--- src/verilog/olsc_pkg.sv ---
// Package: register map, origin codes and reset values for the output line control block
package olsc_pkg;
    // ****************************************
    // Register byte offsets
    // ****************************************
    localparam logic [7:0] OFS_ORIGIN   = 8'h00; // Output origin select, two bits per output
    localparam logic [7:0] OFS_LEVEL    = 8'h04; // Static level value, one bit per output
    localparam logic [7:0] OFS_HOLD     = 8'h08; // Static hold select, one bit per output
    localparam logic [7:0] OFS_TRIGGER  = 8'h0c; // Output trigger mask, write only, reads zero
    localparam logic [7:0] OFS_SNAPSHOT = 8'h10; // All lines level snapshot, read only

    // ****************************************
    // Field layout and codes
    // ****************************************
    localparam int         ORIGIN_W       = 2;     // Width of one origin select field
    localparam logic [1:0] ORIGIN_EXTERNAL = 2'h0; // Driven by the external event source
    localparam logic [1:0] ORIGIN_HOST     = 2'h1; // Host driven static level
    localparam logic [1:0] ORIGIN_PULSE    = 2'h2; // Pulse on host strobe
    localparam logic       HOLD_OFF       = 1'h0;  // Output follows static level at once
    localparam logic       HOLD_LATCH     = 1'h1;  // Output waits for the trigger mask
    localparam logic       LEVEL_OPEN     = 1'h0;  // Inactive: output circuit open
    localparam logic       LEVEL_CLOSED   = 1'h1;  // Active: output circuit closed

    // ****************************************
    // Reset values
    // ****************************************
    localparam logic [31:0] RST_ORIGIN = 32'h0000_0000; // All outputs on external source
    localparam logic [31:0] RST_LEVEL  = 32'h0000_0000; // All levels inactive
    localparam logic [31:0] RST_HOLD   = 32'h0000_0000; // Latch mode off
    localparam logic [31:0] RST_LATCH  = 32'h0000_0000; // Latched levels open

    // AHB-Lite transfer type with the address-phase bit
    localparam int          HTRANS_ACTIVE_BIT = 1;  // NONSEQ or SEQ
endpackage

--- src/verilog/olsc_output_line_ctrl.sv ---
// Module: host control of general purpose output lines behind an AHB-Lite slave
// Contract
// - Inactive static level opens the output circuit
// - Active static level closes the output circuit
// - Hold off: output follows static level immediately
// - Hold latch: pin waits for trigger mask
// - Level and latch act only when host driven
// - Snapshot returns live level of all lines
// - Mask one applies latch or fires pulse
// - Mask bit zero drives output one, upward
// - Mask acts on pulse or latched-host outputs
//
// Register access over AHB-Lite and the placing of the registers were left to the implementer.
`timescale 1ns/1ps
module olsc_output_line_ctrl #(
    parameter int N_IN  = 2, // Input lines, numbered first in the snapshot
    parameter int N_OUT = 2  // Output lines, numbered after the inputs
) (
    input  wire logic              hclk,
    input  wire logic              hresetn,
    input  wire logic              hsel,
    input  wire logic [7:0]        haddr,
    input  wire logic [1:0]        htrans,
    input  wire logic              hwrite,
    input  wire logic [2:0]        hsize,
    input  wire logic              hready,
    input  wire logic [31:0]       hwdata,
    output logic      [31:0]       hrdata,
    output logic                   hreadyout,
    output logic                   hresp,
    input  wire logic [N_IN-1:0]   in_line,      // Input pins, asynchronous
    input  wire logic [N_OUT-1:0]  ext_level,    // External event source level, same clock
    input  wire logic [N_OUT-1:0]  pulse_level,  // Pulse generator level, same clock
    output logic      [N_OUT-1:0]  pulse_fire,   // One-cycle request to the pulse generator
    output logic      [N_OUT-1:0]  out_closed    // 1 = output circuit closed
);
    // ****************************************
    // Registers and state
    // ****************************************
    logic [2*N_OUT-1:0] origin_sel;        // Output origin select per output
    logic [N_OUT-1:0]   static_level;      // Static level value per output
    logic [N_OUT-1:0]   hold_sel;          // Static hold select per output
    logic [N_OUT-1:0]   latched_level;     // Level held while in latch mode
    logic [N_IN-1:0]    in_meta;           // First synchroniser stage
    logic [N_IN-1:0]    in_sync;           // Synchronised input lines
    logic               wr_pend;           // Write data phase pending
    logic [7:0]         wr_addr;           // Address of the pending write
    logic               addr_phase;        // Transfer taken this edge
    logic               trig_wr;           // Trigger mask write in data phase
    logic [N_OUT-1:0]   host_ctl;          // Output is host driven
    logic [N_OUT-1:0]   pulse_ctl;         // Output is pulse on host strobe
    logic [N_OUT-1:0]   next_out;          // Live pin level
    logic [31:0]        snapshot;          // All lines level snapshot

    // Never stall, always OKAY: every register answers in zero wait states
    assign hreadyout  = 1'b1;
    assign hresp      = 1'b0;
    assign addr_phase = hsel && hready && htrans[olsc_pkg::HTRANS_ACTIVE_BIT];
    assign trig_wr    = wr_pend && (wr_addr == olsc_pkg::OFS_TRIGGER);

    // ****************************************
    // Per output decode and pin level
    // ****************************************
    generate
        for (genvar i = 0; i < N_OUT; i++) begin : g_out
            assign host_ctl[i]  = origin_sel[2*i +: 2] == olsc_pkg::ORIGIN_HOST;
            assign pulse_ctl[i] = origin_sel[2*i +: 2] == olsc_pkg::ORIGIN_PULSE;
            // Host driven: level directly or via latch; other origins pass through
            assign next_out[i] = host_ctl[i]
                ? ((hold_sel[i] == olsc_pkg::HOLD_LATCH) ? latched_level[i]
                                                         : static_level[i])
                : (pulse_ctl[i] ? pulse_level[i] : ext_level[i]);
        end
    endgenerate

    // Pin level is combinational so a static level change lands at once
    assign out_closed = next_out;

    // Snapshot: input lines first, then outputs, line one in bit zero
    assign snapshot = 32'({next_out, in_sync});

    // ****************************************
    // Input synchroniser
    // ****************************************
    // Two stages; only the second stage feeds the snapshot
    always_ff @(posedge hclk or negedge hresetn) begin
        if (!hresetn) begin
            in_meta <= '0;
            in_sync <= '0;
        end else begin
            in_meta <= in_line;
            in_sync <= in_meta;
        end
    end

    // ****************************************
    // AHB-Lite address phase capture
    // ****************************************
    // Writes land in the data phase, when hwdata is valid
    always_ff @(posedge hclk or negedge hresetn) begin
        if (!hresetn) begin
            wr_pend <= 1'b0;
            wr_addr <= 8'h00;
        end else begin
            wr_pend <= addr_phase && hwrite;
            wr_addr <= haddr;
        end
    end

    // Read data captured at the address edge: the live level at the moment of the read
    always_ff @(posedge hclk or negedge hresetn) begin
        if (!hresetn) begin
            hrdata <= 32'h0000_0000;
        end else if (addr_phase && !hwrite) begin
            case (haddr)
                olsc_pkg::OFS_ORIGIN:   hrdata <= 32'(origin_sel);
                olsc_pkg::OFS_LEVEL:    hrdata <= 32'(static_level);
                olsc_pkg::OFS_HOLD:     hrdata <= 32'(hold_sel);
                olsc_pkg::OFS_SNAPSHOT: hrdata <= snapshot;
                default:                hrdata <= 32'h0000_0000;             // Trigger, unmapped
            endcase
        end
    end

    // ****************************************
    // Configuration registers
    // ****************************************
    always_ff @(posedge hclk or negedge hresetn) begin
        if (!hresetn) begin
            origin_sel   <= olsc_pkg::RST_ORIGIN[2*N_OUT-1:0];
            static_level <= olsc_pkg::RST_LEVEL[N_OUT-1:0];
            hold_sel     <= olsc_pkg::RST_HOLD[N_OUT-1:0];
        end else if (wr_pend) begin
            case (wr_addr)
                olsc_pkg::OFS_ORIGIN: origin_sel   <= hwdata[2*N_OUT-1:0];
                olsc_pkg::OFS_LEVEL:  static_level <= hwdata[N_OUT-1:0];
                olsc_pkg::OFS_HOLD:   hold_sel     <= hwdata[N_OUT-1:0];
                default: ;                                                    // Writes ignored
            endcase
        end
    end

    // ****************************************
    // Trigger mask: latch apply and pulse fire
    // ****************************************
    // Bit i acts on output i+1; zero bits and other origins leave state alone
    always_ff @(posedge hclk or negedge hresetn) begin
        if (!hresetn) begin
            latched_level <= olsc_pkg::RST_LATCH[N_OUT-1:0];
            pulse_fire    <= '0;
        end else begin
            for (int i = 0; i < N_OUT; i++) begin
                pulse_fire[i] <= trig_wr && hwdata[i] && pulse_ctl[i];
                if (trig_wr && hwdata[i] && host_ctl[i]
                    && hold_sel[i] == olsc_pkg::HOLD_LATCH) begin
                    latched_level[i] <= static_level[i];
                end
            end
        end
    end

    generate
        for (genvar i = 0; i < N_OUT; i++) begin : g_chk

        end
    endgenerate
endmodule

--- config.mk ---
export PLATFORM = sky130hd
export DESIGN_NAME = olsc_output_line_ctrl
export DESIGN_NICKNAME = d
export VERILOG_FILES = /design/src/verilog/olsc_pkg.sv /design/src/verilog/olsc_output_line_ctrl.sv
export SDC_FILE = /design/constraint.sdc
export NUM_CORES = 1
export LEC_CHECK = 0
export BUFFER_PORTS_ARGS = -buffer_cell sky130_fd_sc_hd__buf_2
export CORE_MARGIN = 8
export CORE_UTILIZATION = 38
export CTS_CLUSTER_DIAMETER = 50
export DETAILED_ROUTE_END_ITERATION = 16
export GPL_ROUTABILITY_DRIVEN = 0
export PLACE_DENSITY_LB_ADDON = 0.15
export SYNTH_ARGS = -nofsm -noshare
export SYNTH_HDL_FRONTEND = slang
export SYNTH_SLANG_ARGS = --single-unit
--- constraint.sdc ---
create_clock -name hclk -period 1.6 [get_ports hclk]
set_clock_uncertainty 0.05 [all_clocks]
set_input_delay 0.08 -clock hclk [delete_from_list [all_inputs] [get_ports hclk]]
set_output_delay 0.08 -clock hclk [all_outputs]
set_load 0.02 [all_outputs]
==> impl_metrics.ini <==
[logic_synthesis]
synth_area_um2 = 1530
synth_seq_cells = 29
synth_warnings = 0
synth-main-ff-cell = dfrtp_1
synth_top_area_share = 0.475
synth_common_cells = buf_4 (30), dfrtp_1 (29), o21ai_0 (12)
synth_cell_type_count = 34
synth_area_per_cell_um2 = 11.1
synth_edf_count = 0
yosysMostFrequentCell = buf_4
yosysSeqAreaShare = 0.475
synth_top_area_cell = dfrtp_1
synth_area_leaders = dfrtp_1 (48%), buf_4 (15%), mux2_2 (5.2%)
async_reset_ff_frac = 1.00
synthCells = 138

[clock_tree]
cts-root-buf = clkbuf_8
clkLatencyLatePin_ns = 0.28
clkSlewWorstSetupHoldPaths_ns = 0.06
cts_tree = yes
cts-buffers-inserted = 5
clockBufferDepth = 2
h-tree-depth = 2
cts_sinks = 29

[floorplanning]
ios = 94
initial_utilization = 0.387
dieHeight_um = 79.4
die_x_um = 79.4
coreArea_um2 = 3940
rows = 23
fp.dieArea_um2 = 6300

[timing]
fmax_mhz = 600
worst_pin_slew_ns = 0.645
max_slew_margin = 0.570
hold_viol = 0
drv_slew = 0
fin_crit_ns = 1.67
rsz0062_at_grt = yes
setup_viol = 6
worst_slack_ns = -0.0673
fin_crit_sh = 1.04

[final_layout]
finish.instance_area_um2 = 1990
final_layout_size_suffix_gt1_frac = 0.335
area_growth_pct = 30.6
fin_nets = 249
stdcell_count = 244
antenna_cells = 0

[global_route]
grt_start_max_net_pins = 30
antenna_found_initial = 0
overflow = 0
grt_pass1_wl_um = 5600
grt_pass1_vias = 1156
grt_usage = 0.114

[drt]
wl_um = 3530
via_per_inst = 4.47
drc = 0
final_antenna_net_count = 0
first_pass_iters = 4
vias = 1091
routedWlPerCell_um = 14.5
drtIter0Drc = 38

[power_and_ir_drop]
p_leak_nw = 0.967
p_comb_frac = 0.117
cellPowerDensity_nw_per_um2 = 883
seqPwrFrac = 0.437
p_sw_uw = 427
p_int_mw = 1.33
ir_worst_vdd_v = 0.000506
clock_power_share = 0.445
switching_share = 0.243

[worst_setup_path]
crit_path_end_kind = flop
path_max_fanout = 4
cp-start-kind = flop
worst_ep_required_time_ns = 1.71
crit_path_top_delay_cell = dfrtp_1
cp.arrival_ns = 1.78
critPathMaxStageDelay_ns = 0.39
path_cells = nor4b_4 -> buf_4 -> nand4_4 -> nor3_2 -> mux2_4
crit_type = flop to flop

[placement]
portBuffers = 31
placed_cell_area_um2 = 1630
hpwl_um = 2570
place_inst = 217

[outcome]
violations = negative setup slack
status = finished, violations left

[run]
maxCapViolCount = 0

[hold_path]
hp-class = input pin to flop
## critical path, delay by kind of cell (launching register included)
family	cells	cell delay (ns)
flops	1	0.39
buf+inv	1	0.18
mux	1	0.32
simple gates	3	0.61
## worst paths after layout
| path | from | end | slack (ns) | cells after the start |
|---|---|---|---|---|
| worst max-delay path | wr_addr[6]$_DFF_PN0_ | latched_level[0]$_DFFE_PN0P_ | -0.07 | 5 |
| worst min-delay path | hwdata[1] | pulse_fire[1]$_DFF_PN0_ | 0.007 | 3 |
| worst max register to register | wr_addr[6]$_DFF_PN0_ | latched_level[0]$_DFFE_PN0P_ | -0.07 | 5 |
| worst min register to register | in_meta[1]$_DFF_PN0_ | in_sync[1]$_DFF_PN0_ | 0.30 | 0 |
| max in group asynchronous | hresetn | wr_addr[2]$_DFF_PN0_ | 0.77 | 2 |
| min in group asynchronous | hresetn | wr_addr[5]$_DFF_PN0_ | 0.31 | 2 |
## power groups by stage
stage          clock, mW  combinational (mW)  sequential, mW
6_report           0.784               0.207           0.769
5_1_grt            0.829               0.225           0.771
4_1_cts            0.804               0.198           0.769
3_5_place_dp           0               0.169           0.780
3_3_place_gp           0               0.167           0.779
2_1_floorplan          0               0.162           0.777
## per-layer routing
layer / share of wire / vias to the layer above / routed length [um] / GRT usage
met5: 0 / - / 0 / 0
met4: 0.014 / 0 / 49 / 0.0389
met3: 0.072 / 5 / 255 / 0.0394
met2: 0.51 / 33 / 1790 / 0.194
met1: 0.41 / 522 / 1430 / 0.129
li1: - / 531 / - / -
## stage by stage
step	utilization	hold slack, ns	setup TNS, ns	setup WS (ns)	power [mW]
global placement	0.414	0.0873	-0.290	-0.0859	0.946
CTS	0.492	0.000779	-0.469	-0.0924	1.77
detailed placement	0.414	0.101	-0.572	-0.116	0.950
floorplan	-	-0.266	0	0.0220	0.940
finish	0.506	0.00651	-0.209	-0.0673	1.76
global route	0.506	0.0231	-0.846	-0.152	1.83
## kinds of logic after synthesis
group / synth area share
and+or+nand+nor: 0.167
AOI/OAI and AO/OA: 0.0975
DFF: 0.475
other: 0.00492
buffers and inverters: 0.163
muxes: 0.0918
## sequential cells by signal, summed over array words and instances, names as in the netlist
signal         count
origin_sel         4
latched_level      2
static_level       2
in_meta            2
in_sync            2
wr_pend            1
pulse_fire         2
hold_sel           2
hrdata             4
wr_addr            8
## final cells by class
type,instances,area (um2)
Fill cell,373,1950
Sequential cell,29,726
Timing Repair Buffer,53,358
Tap cell,50,62.6
Inverter,3,11.3
Clock buffer,7,86.3
Clock inverter,1,30.0
Multi-Input combinational cell,101,719
## layout by cell type (no fill, tap or decap)
cell	Yosys	final
clkbuf_8	0	6
a211oi_2	0	1
dfrtp_1	29	29
a211oi_1	2	1
mux2_1	1	1
inv_1	3	3
a21o_1	1	1
nand4_4	0	1
o22ai_1	1	1
nor4b_4	1	2
or4_1	1	1
bufinv_16	0	1
nand4b_1	2	2
o21ai_1	0	6
nand2_1	11	11
a21bo_2	1	1
a32o_1	2	2
nand4b_4	1	1
nor2b_1	1	1
conb_1	2	30
a21oi_1	2	2
clkbuf_1	2	1
nand3_1	1	1
dlygate4sd3_1	0	14
mux2_4	0	6
mux2_2	7	1
nor3_1	4	3
o21ba_2	1	1
nor2_1	3	3
and4_1	1	1
nor3b_1	1	1
o21ai_0	12	6
nand3b_1	2	2
nor3_2	3	3
mux2i_1	5	5
buf_4	30	9
buf_2	1	30
nor3_4	1	2
o211a_1	1	1
## what timing repair did
item | in CTS | in global routing
setup buffers | 2 | 3
pin swaps | 6 | 6
gates cloned | 0 | 0
setup endpoints to repair | 7 | 15
endpoints found under the hold margin | 42 | 0
hold buffers | 14 | 0
gates resized for setup | 7 | 12
(Power assumes the default switching activity.)
